===== src/design/flag_host_pkg.sv =====
// Notes on behaviour
// - Flags active low; write zero takes, one frees
// - Select low on flag select, strobes like memory
// - Deassert select or enable between polling reads
// - Acquire by write zero, then read back
// - After failure, keep polling or withdraw with one
// - Software frees all flags from both sides
// - Memory chip enable inactive during flag access
package flag_host_pkg;
  localparam int FLAG_COUNT = 8;
  localparam int INDEX_W = 3;
  localparam int DATA_W = 16;
  localparam int ADDR_W = 13;
  // Strobe phase lengths in ns, turned into clock counts
  localparam int CLK_NS = 40;
  localparam int SETUP_NS = 20;
  localparam int STROBE_NS = 70;
  localparam int RECOVER_NS = 20;
  localparam int SETUP_CYC = (SETUP_NS + CLK_NS - 1) / CLK_NS;
  localparam int STROBE_CYC = (STROBE_NS + CLK_NS - 1) / CLK_NS;
  localparam int RECOVER_CYC = (RECOVER_NS + CLK_NS - 1) / CLK_NS;
  localparam int CNT_W = 4;
  // Host command codes
  localparam logic [1:0] CMD_ACQUIRE = 2'h0;
  localparam logic [1:0] CMD_RELEASE = 2'h1;
  localparam logic [1:0] CMD_READ = 2'h2;
  localparam logic [1:0] CMD_INIT = 2'h3;
  typedef enum logic [2:0] {
    ST_IDLE, ST_SETUP, ST_STROBE, ST_RECOVER, ST_DONE
  } phase_t;
endpackage


===== src/design/flag_phase_timer.sv =====
`timescale 1ns/1ps
module flag_phase_timer
  import flag_host_pkg::*;
(
  // Clock and reset
  input wire logic clk,
  input wire logic resetn,
  // Control
  input wire logic load,
  input wire logic [CNT_W-1:0] load_value,
  output logic expired
);
  logic [CNT_W-1:0] count_reg;
  assign expired = (count_reg == '0);
  always_ff @(posedge clk or negedge resetn) begin
    if (!resetn) begin
      count_reg <= '0;
    end else if (load) begin
      count_reg <= load_value;
    end else if (!expired) begin
      count_reg <= count_reg - 4'h1;
    end
  end
endmodule // flag_phase_timer


===== src/design/flag_host.sv =====
`timescale 1ns/1ps
module flag_host
  import flag_host_pkg::*;
#(
  parameter int FLAGS = FLAG_COUNT
) (
  // Clock and reset
  input wire logic clk,
  input wire logic resetn,
  // Command port
  input wire logic cmd_valid,
  input wire logic [1:0] cmd_op,
  input wire logic [INDEX_W-1:0] cmd_index,
  output logic cmd_ready,
  output logic rsp_valid,
  output logic rsp_owned,
  output logic [DATA_W-1:0] rsp_data,
  // Device pins
  output logic flag_space_select_n,
  output logic mem_chip_enable_n,
  output logic output_enable_n,
  output logic write_n,
  output logic [ADDR_W-1:0] addr,
  output logic [DATA_W-1:0] data_out,
  output logic data_oe,
  input wire logic [DATA_W-1:0] data_in
);
  typedef enum logic [1:0] {
    OP_WRITE, OP_READ, OP_NONE
  } access_t;

  phase_t state_reg, state_next;
  logic [1:0] op_reg;
  logic [INDEX_W-1:0] index_reg;
  logic write_bit_reg;
  logic is_write_reg;
  logic side_b_reg;
  logic [INDEX_W-1:0] init_idx_reg;
  logic cmd_ready_reg, rsp_valid_reg, rsp_owned_reg;
  logic [DATA_W-1:0] rsp_data_reg;
  logic sel_n_reg, oe_n_reg, we_n_reg, doe_reg;
  logic [ADDR_W-1:0] addr_reg;
  logic [DATA_W-1:0] dout_reg;
  logic timer_load;
  logic [CNT_W-1:0] timer_value;
  logic timer_done;
  logic chip_off_reg;

  function automatic logic flag_taken(input logic [DATA_W-1:0] d);
    return d[0] == 1'b0;
  endfunction

  wire take = cmd_valid && cmd_ready_reg;
  // Acquire writes zero, then reads; never read first
  wire first_is_write = (cmd_op != CMD_READ);
  // Release also withdraws a refused acquire request
  wire first_bit = (cmd_op == CMD_RELEASE) || (cmd_op == CMD_INIT);
  // Init always starts from the first flag
  wire [INDEX_W-1:0] start_index = (cmd_op == CMD_INIT) ? '0 : cmd_index;
  wire acquire_pending = (op_reg == CMD_ACQUIRE) && is_write_reg;
  wire init_last = side_b_reg && (init_idx_reg == INDEX_W'(FLAGS - 1));
  wire init_more = (op_reg == CMD_INIT) && !init_last;
  wire recover_done = (state_reg == ST_RECOVER) && timer_done;
  wire finish = recover_done && !acquire_pending && !init_more;
  wire [INDEX_W-1:0] idx_step = init_idx_reg + 3'h1;
  // Last strobe cycle: output enable is still low at this edge
  wire read_capture = (state_reg == ST_STROBE) && timer_done && !is_write_reg;
  wire cmd_ready_next = !take && !finish && ((state_reg == ST_DONE) || cmd_ready_reg);

  flag_phase_timer u_timer (
    .clk(clk),
    .resetn(resetn),
    .load(timer_load),
    .load_value(timer_value),
    .expired(timer_done)
  );

  always_comb begin
    state_next = state_reg;
    timer_load = 1'b0;
    timer_value = '0;
    case (state_reg)
      ST_IDLE: begin
        if (take) begin
          state_next = ST_SETUP;
          timer_load = 1'b1;
          timer_value = CNT_W'(SETUP_CYC);
        end
      end
      ST_SETUP: begin
        if (timer_done) begin
          state_next = ST_STROBE;
          timer_load = 1'b1;
          timer_value = CNT_W'(STROBE_CYC);
        end
      end
      ST_STROBE: begin
        if (timer_done) begin
          state_next = ST_RECOVER;
          timer_load = 1'b1;
          timer_value = CNT_W'(RECOVER_CYC);
        end
      end
      ST_RECOVER: begin
        // Output enable drops here, so each poll sees fresh data
        if (timer_done) begin
          if (acquire_pending || init_more) begin
            state_next = ST_SETUP;
            timer_load = 1'b1;
            timer_value = CNT_W'(SETUP_CYC);
          end else begin
            state_next = ST_DONE;
          end
        end
      end
      ST_DONE: state_next = ST_IDLE;
      default: state_next = ST_IDLE;
    endcase
  end

  always_ff @(posedge clk or negedge resetn) begin
    if (!resetn) begin
      state_reg <= ST_IDLE;
      op_reg <= CMD_READ;
      index_reg <= '0;
      write_bit_reg <= 1'b1;
      is_write_reg <= 1'b0;
      side_b_reg <= 1'b0;
      init_idx_reg <= '0;
    end else begin
      state_reg <= state_next;
      if (take) begin
        op_reg <= cmd_op;
        index_reg <= start_index;
        write_bit_reg <= first_bit;
        is_write_reg <= first_is_write;
        side_b_reg <= 1'b0;
        init_idx_reg <= '0;
      end else if (recover_done) begin
        if (acquire_pending) begin
          is_write_reg <= 1'b0; // Read back ownership
        end else if (init_more) begin
          // Each flag written twice with one, both times at the same flag address
          side_b_reg <= ~side_b_reg;
          if (side_b_reg) begin
            init_idx_reg <= idx_step;
            index_reg <= idx_step;
          end
        end
      end
    end
  end

  // Pin drivers, all registered
  // Select and data stay on through recovery, so write_n always rises first
  wire next_in_access = (state_next == ST_SETUP) || (state_next == ST_STROBE) ||
    (state_next == ST_RECOVER);
  wire next_strobe = (state_next == ST_STROBE);
  always_ff @(posedge clk or negedge resetn) begin
    if (!resetn) begin
      sel_n_reg <= 1'b1;
      oe_n_reg <= 1'b1;
      we_n_reg <= 1'b1;
      doe_reg <= 1'b0;
      chip_off_reg <= 1'b1;
      addr_reg <= '0;
      dout_reg <= '0;
    end else begin
      sel_n_reg <= !next_in_access;
      oe_n_reg <= !(next_strobe && !is_write_next());
      we_n_reg <= !(next_strobe && is_write_next());
      doe_reg <= next_in_access && is_write_next();
      // Flag space only: memory array enable held off
      chip_off_reg <= 1'b1;
      addr_reg <= {{(ADDR_W-INDEX_W){1'b0}}, idx_next()};
      dout_reg <= {{(DATA_W-1){1'b0}}, bit_next()};
    end
  end

  function automatic logic is_write_next();
    return take ? first_is_write :
           (recover_done && acquire_pending) ? 1'b0 : is_write_reg;
  endfunction
  function automatic logic [INDEX_W-1:0] idx_next();
    return take ? start_index :
           (recover_done && init_more && side_b_reg) ?
           idx_step : index_reg;
  endfunction
  function automatic logic bit_next();
    return take ? first_bit : write_bit_reg;
  endfunction

  // Response capture at the end of the read strobe; no stall needed
  always_ff @(posedge clk or negedge resetn) begin
    if (!resetn) begin
      cmd_ready_reg <= 1'b1;
      rsp_valid_reg <= 1'b0;
      rsp_owned_reg <= 1'b0;
      // Reads as a free flag, agreeing with rsp_owned low
      rsp_data_reg <= '1;
    end else begin
      cmd_ready_reg <= cmd_ready_next;
      rsp_valid_reg <= finish;
      if (read_capture) begin
        rsp_data_reg <= data_in;
        rsp_owned_reg <= flag_taken(data_in);
      end
    end
  end

  assign cmd_ready = cmd_ready_reg;
  assign rsp_valid = rsp_valid_reg;
  assign rsp_owned = rsp_owned_reg;
  assign rsp_data = rsp_data_reg;
  assign flag_space_select_n = sel_n_reg;
  assign mem_chip_enable_n = chip_off_reg;
  assign output_enable_n = oe_n_reg;
  assign write_n = we_n_reg;
  assign addr = addr_reg;
  assign data_out = dout_reg;
  assign data_oe = doe_reg;
endmodule // flag_host


===== config.mk =====
export PLATFORM = sky130hd
export DESIGN_NAME = flag_host
export DESIGN_NICKNAME = d
export VERILOG_FILES = /design/src/design/flag_host_pkg.sv /design/src/design/flag_phase_timer.sv /design/src/design/flag_host.sv
export SDC_FILE = /design/constraint.sdc
export NUM_CORES = 1
export LEC_CHECK = 0
export ABC_AREA = 1
export BUFFER_PORTS_ARGS = -buffer_cell sky130_fd_sc_hd__buf_2
export CAP_MARGIN = 20
export CORE_MARGIN = 2
export CORE_UTILIZATION = 49
export CTS_CLUSTER_DIAMETER = 60
export DETAILED_ROUTE_END_ITERATION = 6
export GPL_TIMING_DRIVEN = 0
export PLACE_DENSITY = 0.79
export SYNTH_ARGS = -nofsm -noshare
export SYNTH_HDL_FRONTEND = slang
export SYNTH_SLANG_ARGS = --single-unit

===== constraint.sdc =====
create_clock -name clk -period 2.3 [get_ports clk]
set_clock_uncertainty 0.15 [all_clocks]
set_input_delay 0.115 -clock clk [delete_from_list [all_inputs] [get_ports clk]]
set_output_delay 0.115 -clock clk [all_outputs]
set_load 0.005 [all_outputs]

==> impl_metrics.ini, run 1 <==
[outcome]
outcome = finished, final reports clean

[synth]
yosys.area.top_type = dfstp_2
yosysWarnings = 0
ys_ff_latch = 45
yosysMostFrequentCell = nand2_1
synth_area_leaders = dfstp_2 (27%), dfrtp_1 (27%), nand2_1 (13%)
synth-seq-area-share = 0.536
syn-instance-count = 241
yosysTopAreaCellShare = 0.269
synth_common_cells = nand2_1 (76), buf_4 (26), nand3_1 (25), dfrtp_1 (23), dfstp_2 (22)
synth_ff_type = dfrtp_1
ys_types = 27
synth_edf_count = 0
synthArstFlopShare = 1.00
synth_area_sq_um = 2150
syn_area_per_cell_sq_um = 8.92

[clock_tree]
cts_sinks = 45
clk-insertion-delay-late_ns = 0.30
cts_max_level = 2
cts_buffers = 5
clk_pin_slew_ns = 0.08
cts_tree = built
cts_root_buffer = clkbuf_8
cts.path.max_buffers = 2

[critical_path]
reg2reg_slack_ns = 0.39
slowest_delay_ns = 0.36
cp.arrival_ns = 1.94
r2r-start = u_timer.count_reg[0]$_DFFE_PN0P_
start_kind = flip-flop
cp_max_fo = 6
cp_slowest_cell = dfrtp_1
cp-end-kind = flip-flop
r2r-end = data_oe$_DFF_PN0_
worstRegToRegCells = 9
critPathRequiredTime_ns = 2.33
path_cells = inv_1, ha_1, nand2_1, nor2_2, nand2_1, o21ai_1, nand2_1, o21ai_0, nor2_1
crit_buf_inv = 1
critical-path-top-delay-family = simple AND/OR/NAND/NOR gates
crit_top_cell = nand2_1
crit_type = flip-flop to flip-flop

[placed_design]
place_hpwl_mm = 2.97
placedCellCount = 367
place_area_sq_um = 2560
io_buffers = 50
gp_congestion = 0.801

[power]
vdd_drop_max_uv = 516
leakage_uw = 0.00158
power.density_nw_per_um2 = 1030
p_total_uw = 2960

[timing]
setup_tns_ns = 0
worstMarginPinSlew_ns = 0.921
finalCritPeriodShare = 0.832
hold_viol = 0
slew_viol_final = 0
grt_setup_unrepaired = false
clock.fmax_ghz = 0.523
relSlewSlack = 0.386
finalSetupViolations = 0
period_needed_ns = 1.91

[final_layout]
fillCellCount = 352
postLayoutCellArea_sq_um = 2870
drive_gt1_frac = 0.339
num_antenna_cells = 0
stdcell_count = 397
largest_reg_flops = 16
area_growth_pct = 33.6
nNetsFinal = 372
final_util = 0.669

[detailed_routing]
drt-total-wl_mm = 4.16
vias_per_cell = 4.40
vias = 1746
ant_nets = 0
first_pass_iters = 4
drc_errors = 0
drt_iter0_markers = 93
wl_per_cell_um = 10.5

[worst_hold_path]
holdPathEnd = cmd_ready$_DFF_PN1_
min-delay-start = cmd_valid
min_path_cells = 4
hold_class = input pin to flip-flop

[die]
die_y_um = 70.3
std_cell_rows = 24
io_pins = 77
die-area_sq_um = 4940
core_sq_um = 4290
initial_utilization = 0.501
die_w_um = 70.3

[global_route]
grt_usage = 0.177
antenna_found_initial = 0
grt_pass1_vias = 1656
grt_max_degree = 46
grt_overflow = 0
grt_pass1_wl_mm = 6.92

[run]
max_cap_viol_count = 0
-- worst max path at each step --
stage	end	cells past startpoint	from	slack (ns)
2_1_floorplan	data_oe$_DFF_PN0_	9	u_timer.count_reg[0]$_DFFE_PN0P_	0.67
3_3_place_gp	data_oe$_DFF_PN0_	9	u_timer.count_reg[0]$_DFFE_PN0P_	0.47
3_5_place_dp	output_enable_n$_DFF_PN1_	9	u_timer.count_reg[0]$_DFFE_PN0P_	0.42
4_1_cts	data_oe$_DFF_PN0_	9	u_timer.count_reg[0]$_DFFE_PN0P_	0.41
5_1_grt	data_oe$_DFF_PN0_	9	u_timer.count_reg[0]$_DFFE_PN0P_	0.23
6_report	data_oe$_DFF_PN0_	9	u_timer.count_reg[0]$_DFFE_PN0P_	0.39
-- cell usage in the layout, fill, tap and decap left out, drive strengths merged --
cell and count:
buf 78, nand2 77, conb 26, nand3 26, dfrtp 23, dfstp 22, dlygate4sd3 22, nor2 22
inv 16, o21ai 7, clkbuf 7, a21oi 4, nor3 4, ha 4, clkinv 3, xnor2 1
nand4 1, xor2 1, o21a 1
-- per-stage QoR --
stage / hold slack, ns / setup slack, ns
finish: 0.126 / 0.387
global route: 0.165 / 0.229
CTS: 0.125 / 0.413
detailed placement: 0.167 / 0.424
global placement: 0.158 / 0.475
floorplan: -0.331 / 0.671
-- per-layer routing --
metal / part of all wire / track usage
met1: 0.44 / 0.214
met5: 0 / 0
met4: 0.013 / 0.0641
met2: 0.49 / 0.307
met3: 0.051 / 0.0404
-- area by class of cell --
class,instances,area [sq um],area share
Buffer,29,221,0.0771
Clock inverter,2,13.8,0.00479
Sequential cell,45,1150,0.402
Multi-Input combinational cell,174,800,0.278
Tap cell,52,65.1,0.0226
Clock buffer,6,82.6,0.0287
Inverter,17,66.3,0.0231
Timing Repair Buffer,72,470,0.164
-- where the power goes --
group | switching, uW | internal, uW | leakage, uW
clock | 259 | 243 | 0.0000512
sequential | 164 | 1240 | 0.000527
combinational | 586 | 467 | 0.000997
total | 1010 | 1950 | 0.00158
-- worst reg2reg max path, cell delays in order, from the launching register on --
cell and delay, ns:
dfrtp_1 0.36, inv_1 0.14, ha_1 0.24, nand2_1 0.08, nor2_2 0.21, nand2_1 0.13
o21ai_1 0.18, nand2_1 0.06, o21ai_0 0.16, nor2_1 0.09
-- what timing repair did --
action | CTS | global route
buffers inserted | 0 | 0
endpoints found under the hold margin | 51 | 0
hold buffers | 22 | 0
setup endpoints to repair | 0 | 0
resized for setup | 0 | 0
-- kinds of logic (layout without fill, tap and decap cells) --
family                     count (synthesis)  in the layout  share of synthesized area
and+or+nand+nor                          130            130                      0.266
DFF                                       45             45                      0.536
xor gates and xnor gates                   2              2                    0.00815
AOI/OAI and AO/OA                         12             12                     0.0291
adders and majority gates                  4              4                     0.0233
buffers and inverters                     46            126                      0.134
other                                      2             26                    0.00349
Power figures use the tool's default switching activity.
==> run 2, diff against run 1 <==
Clock period 2.3 ns to 1.95 ns, I/O delays scaled along.
==> run 2 against run 1 <==
- core utilization is 0.26 points higher
- worst hold slack lost 0.018 ns
- die area unchanged
- total power rose by 19%
- worst setup slack worse by 0.24 ns
- non-clock buffer count did not move
- critical path type unchanged
- highest routed layer unchanged
==> impl_metrics.ini, run 2 (synthesis gave the netlist of run 1 again) <==
[outcome]
outcome = finished, final reports clean

[detailed_routing]
vias = 1742
drt-total-wl_mm = 4.14
drt_iter0_markers = 108
wl_per_cell_um = 10.4
first_pass_iters = 4
drc_errors = 0
ant_nets = 0
vias_per_cell = 4.39

[placed_design]
gp_congestion = 0.801
io_buffers = 50
place_hpwl_mm = 2.97
place_area_sq_um = 2560
placedCellCount = 367

[power]
leakage_uw = 0.00158
switching_share = 0.343
p_comb_frac = 0.358
vdd_drop_max_uv = 615
pwr-share-seq = 0.473
p_clk_frac = 0.169
power.density_nw_per_um2 = 1220
p_int_uw = 2310
switchingPower_uw = 1200

[die]
die_y_um = 70.3
die-area_sq_um = 4940
io_pins = 77
initial_utilization = 0.501
die_w_um = 70.3
std_cell_rows = 24
core_sq_um = 4290

[timing]
finalCritPeriodShare = 0.923
grt_setup_unrepaired = false
hold_slack_ns = 0.109
finalSetupViolations = 0
worstMarginPinSlew_ns = 0.919
relSlewSlack = 0.387
slew_viol_final = 0
period_needed_ns = 1.80
hold_viol = 0
clock.fmax_ghz = 0.556
setup_tns_ns = 0

[final_layout]
area_growth_pct = 34.1
fillCellCount = 350
final_common_cell = nand2_1
drive_gt1_frac = 0.345
layout_common_cells = nand2_1 (76), buf_2 (50), buf_4 (26), conb_1 (26), nand3_1 (25)
final_util = 0.672
postLayoutCellArea_sq_um = 2880
largest_reg_flops = 16
nNetsFinal = 372
num_antenna_cells = 0
stdcell_count = 397

[critical_path]
cp.arrival_ns = 1.83
critical_path_cell_count = 9
crit_buf_inv = 1
crit_type = flip-flop to flip-flop
startpoint = u_timer.count_reg[0]$_DFFE_PN0P_
crit_top_cell = nand2_1
path_cells = inv_1, ha_2, nand2_1, nor2_4, nand2_1, o21ai_2, nand2_1, o21ai_0, nor2_1
worstRegToRegCells = 9
reg2reg_slack_ns = 0.15
slowest_delay_ns = 0.36
critPathRequiredTime_ns = 1.98
endpoint = data_oe$_DFF_PN0_
r2r-end = data_oe$_DFF_PN0_
start_kind = flip-flop
r2r-start = u_timer.count_reg[0]$_DFFE_PN0P_
cp_slowest_cell = dfrtp_1
cp_max_fo = 6
critical-path-top-delay-family = simple AND/OR/NAND/NOR gates
cp-end-kind = flip-flop

[run]
max_cap_viol_count = 0

[clock_tree]
cts_root_buffer = clkbuf_8
cts_buffers = 5
clk_pin_slew_ns = 0.08
clk-insertion-delay-late_ns = 0.30
cts_setup_buffers = 0
cts_sinks = 45
cts_max_level = 2
cts_tree = built
cts.path.max_buffers = 2

[global_route]
antenna_found_initial = 0
grt_max_degree = 46
met3_usage = 0.0404
met2_usage = 0.307
grt_pass1_vias = 1656
grt_usage = 0.177
met1_usage = 0.214
busiest_layer = met2
grt_overflow = 0
grt_pass1_wl_mm = 6.92

[worst_hold_path]
hold_class = input pin to flip-flop
-- run 2: worst min-delay path by stage --
| stage | start | endpoint | slack [ns] | cells past startpoint |
|---|---|---|---|---|
| 5_1_grt | cmd_valid | cmd_ready$_DFF_PN1_ | 0.15 | 4 |
| 3_5_place_dp | resetn | u_timer.count_reg[1]$_DFFE_PN0P_ | 0.15 | 1 |
| 3_3_place_gp | resetn | u_timer.count_reg[1]$_DFFE_PN0P_ | 0.14 | 1 |
| 4_1_cts | cmd_valid | cmd_ready$_DFF_PN1_ | 0.11 | 4 |
| 6_report | cmd_valid | cmd_ready$_DFF_PN1_ | 0.11 | 4 |
| 2_1_floorplan | resetn | addr[0]$_DFF_PN0_ | -0.35 | 0 |
-- run 2: per-stage QoR --
stage	total power [uW]	setup slack, ns
5_1_grt	3790	0.0175
3_3_place_gp	2810	0.125
3_5_place_dp	2880	0.0741
2_1_floorplan	2430	0.321
4_1_cts	3510	0.0630
6_report	3510	0.150
-- run 2: layout make-up --
type / instances / area [sq um] / area share
flip-flops and latches: 45 / 1150 / 0.400
inverters: 17 / 66.3 / 0.0230
clock buffers: 6 / 82.6 / 0.0286
multi-input cells: 174 / 811 / 0.281
repair buffers: 72 / 470 / 0.163
well taps: 52 / 65.1 / 0.0226
clock inverters: 2 / 13.8 / 0.00477
plain buffers: 29 / 221 / 0.0768
-- run 2: power groups by stage --
stage          combinational, uW  clock (uW)  sequential, uW
6_report                    1260         592            1660
5_1_grt                     1440         642            1700
4_1_cts                     1250         611            1660
3_5_place_dp                1210           0            1670
3_3_place_gp                1160           0            1650
2_1_floorplan                745           0            1680
-- run 2: worst min-delay path, stage by stage --
cell      delay (ns)
buf_2           0.08
nand2_1         0.10
clkinv_1        0.19
nor3_1          0.09
-- run 2: metal layers --
layer  up-vias  part of all wire
met5         -                 0
met4         0             0.013
met3         4             0.053
met2        51              0.50
met1       779              0.44
li1        908                 -
-- run 2: what timing repair did --
action                                  in CTS  in global routing
endpoints found under the setup margin       0                  2
endpoints found under the hold margin       51                  0
hold buffers                                22                  0
resized for setup                            0                  3
==> run 3, diff against run 2 <==
--- a/config.mk
+++ b/config.mk
@@ -16,4 +16,6 @@
 export PLACE_DENSITY = 0.79
+export SLEW_MARGIN = 20
 export SYNTH_ARGS = -nofsm -noshare
 export SYNTH_HDL_FRONTEND = slang
+export SYNTH_HIERARCHICAL = 1
 export SYNTH_SLANG_ARGS = --single-unit
==> constraint.sdc (replaced) <==
create_clock -name clk -period 1.95 [get_ports clk]
set_clock_uncertainty 0.15 [all_clocks]
set_input_delay 0.195 -clock clk [delete_from_list [all_inputs] [get_ports clk]]
set_output_delay 0.195 -clock clk [all_outputs]
set_load 0.005 [all_outputs]
==> run 3 against run 2 <==
- die area did not move
- clock power increased by 12%
- critical endpoint is now u_timer/count_reg[1]$_DFFE_PN0P_
- critical path depth is 3 higher
- count of clock-buffer cells in the layout is 2 higher
- sequential power barely moved
- critical path type unchanged
- largest power group unchanged
- fmax shrank 1.5%
- first-iteration DRC count shrank 42%
- synthesized area stayed put
==> impl_metrics.ini, run 3 <==
[synth]
synthArstFlopShare = 1.00
syn-instance-count = 251
ys_ff_latch = 45
yosysTopAreaCellShare = 0.269
synth_ff_type = dfrtp_1
synth-seq-area-share = 0.536
synth_common_cells = nand2_1 (102), buf_4 (26), dfrtp_1 (23), dfstp_2 (22), inv_1 (19)
yosys.area.top_type = dfstp_2
synth_area_sq_um = 2150
ys_types = 23
yosysWarnings = 6
synth_edf_count = 0
yosysMostFrequentCell = nand2_1
syn_area_per_cell_sq_um = 8.57
synth_area_leaders = dfstp_2 (27%), dfrtp_1 (27%), nand2_1 (18%)

[detailed_routing]
ant_nets = 0
drc_errors = 0
first_pass_iters = 4
wl_per_cell_um = 10.3
drt-total-wl_mm = 4.21
vias = 1795
vias_per_cell = 4.38
drt_iter0_markers = 63

[critical_path]
cp_max_fo = 7
r2r-start = u_timer/count_reg[1]$_DFFE_PN0P_
crit_type = flip-flop to flip-flop
start_kind = flip-flop
cp.arrival_ns = 1.85
r2r-end = u_timer/count_reg[1]$_DFFE_PN0P_
critPathRequiredTime_ns = 1.97
cp-end-kind = flip-flop
worstRegToRegCells = 12
reg2reg_slack_ns = 0.12

[power]
power.density_nw_per_um2 = 1220
p_comb_frac = 0.367
leakage_uw = 0.00164
vdd_drop_max_uv = 675
switchingPower_uw = 1210
p_clk_frac = 0.183
switching_share = 0.336
p_int_uw = 2400
pwr-share-seq = 0.450

[clock_tree]
cts_tree = built
clk-insertion-delay-late_ns = 0.29
cts.path.max_buffers = 2
cts_root_buffer = clkbuf_8
cts_sinks = 45
cts_buffers = 5
cts_max_level = 2
clk_pin_slew_ns = 0.08

[final_layout]
layout_common_cells = nand2_1 (99), buf_2 (50), buf_4 (30), conb_1 (28), dfrtp_1 (23)
final_common_cell = nand2_1
nNetsFinal = 384
final_util = 0.688
drive_gt1_frac = 0.369
largest_reg_flops = 16
num_antenna_cells = 0
fillCellCount = 345
area_growth_pct = 37.3

[timing]
hold_slack_ns = 0.0158
slew_viol_final = 0
setup_tns_ns = 0
finalCritPeriodShare = 0.937
hold_viol = 0
clock.fmax_ghz = 0.547
grt_setup_unrepaired = true
relSlewSlack = 0.377
finalSetupViolations = 0
worstMarginPinSlew_ns = 0.934
period_needed_ns = 1.83

[global_route]
grt_usage = 0.182
grt_max_degree = 46
antenna_found_initial = 0
grt_pass1_vias = 1639
grt_pass1_wl_mm = 7.00
grt_overflow = 0

[die]
die_y_um = 70.3
std_cell_rows = 24
die_w_um = 70.3
initial_utilization = 0.501
io_pins = 77
core_sq_um = 4290
die-area_sq_um = 4940

[worst_hold_path]
min_path_cells = 3
holdPathEnd = op_reg[1]$_DFFE_PN1P_
hold_class = input pin to flip-flop
min-delay-start = cmd_op[1]

[placed_design]
gp_congestion = 0.769
io_buffers = 50
place_hpwl_mm = 2.82

[run]
max_cap_viol_count = 0

[outcome]
outcome = finished, final reports clean
[run 3: cells by family (layout without fill, tap and decap cells)]
kind of cell / after synthesis / count (layout) / synth area share
AO/OA/AOI/OAI: 13 / 13 / 0.0314
XOR/XNOR: 1 / 1 / 0.00407
adder cells (fa/ha/maj): 3 / 3 / 0.0175
buffers and inverters: 50 / 131 / 0.144
flip-flops: 45 / 45 / 0.536
other: 2 / 28 / 0.00349
AND/OR/NAND/NOR: 137 / 137 / 0.263
[run 3: final cells by class]
type                       instances  area, sq um  area share
buffer                            29          229      0.0775
clock buffer                       8          111      0.0377
inverter                          21         81.3      0.0275
multi-input combinational        182          832       0.282
sequential                        45         1150       0.391
tap                               52         65.1      0.0220
timing repair buffer              73          480       0.163
[run 3: worst max path at each step]
| stage | from | end | cells after the start |
|---|---|---|---|
| 6_report | u_timer/count_reg[1]$_DFFE_PN0P_ | u_timer/count_reg[1]$_DFFE_PN0P_ | 12 |
| 2_1_floorplan | u_timer/count_reg[0]$_DFFE_PN0P_ | u_timer/count_reg[3]$_DFFE_PN0P_ | 13 |
| 3_3_place_gp | u_timer/count_reg[0]$_DFFE_PN0P_ | u_timer/count_reg[3]$_DFFE_PN0P_ | 13 |
| 3_5_place_dp | u_timer/count_reg[0]$_DFFE_PN0P_ | u_timer/count_reg[3]$_DFFE_PN0P_ | 13 |
| 4_1_cts | u_timer/count_reg[1]$_DFFE_PN0P_ | u_timer/count_reg[3]$_DFFE_PN0P_ | 13 |
| 5_1_grt | u_timer/count_reg[0]$_DFFE_PN0P_ | u_timer/count_reg[0]$_DFFE_PN0P_ | 12 |
[run 3: repair_timing]
item                                   in CTS  in global routing
gates resized for setup                     6                  8
pin swaps                                   3                  3
endpoints found under the hold margin      41                  0
setup endpoints to repair                  29                 24
hold buffers                               18                  0
setup buffers                               3                  2
[run 3: routing by layer]
metal  GRT usage  up-vias  wire length [um]
li1            -      926                 -
met1       0.226      806              1750
met4      0.0983        0               102
met5           0        -                 0
met2       0.292       54              2140
met3      0.0433        9               225
[run 3: power by group through the flow]
| stage | logic [uW] | clock network [uW] | registers, uW |
|---|---|---|---|
| finish | 1320 | 661 | 1630 |
| global route | 1500 | 713 | 1680 |
| CTS | 1270 | 692 | 1620 |
| detailed placement | 1170 | 0 | 1640 |
| global placement | 1130 | 0 | 1620 |
| floorplan | 738 | 0 | 1650 |
[run 3: worst max-delay path, cell delays in order (launching register included)]
cell,delay (ns)
dfrtp_1,0.37
inv_2,0.06
ha_4,0.17
nand2_1,0.10
inv_2,0.06
nand3_4,0.11
nor2_1,0.06
nor2_2,0.16
nand3_4,0.12
inv_1,0.10
nand3_2,0.10
nand2_1,0.06
o21ai_0,0.08
[run 3: per-stage QoR]
stage	area (sq um)	power (uW)	std cells	setup slack, ns
2_1_floorplan	2250	2380	277	0.0443
3_3_place_gp	2560	2750	379	-0.149
3_5_place_dp	2560	2810	379	-0.191
4_1_cts	2910	3590	408	0.0113
5_1_grt	2950	3890	410	-0.0345
6_report	2950	3610	410	0.123
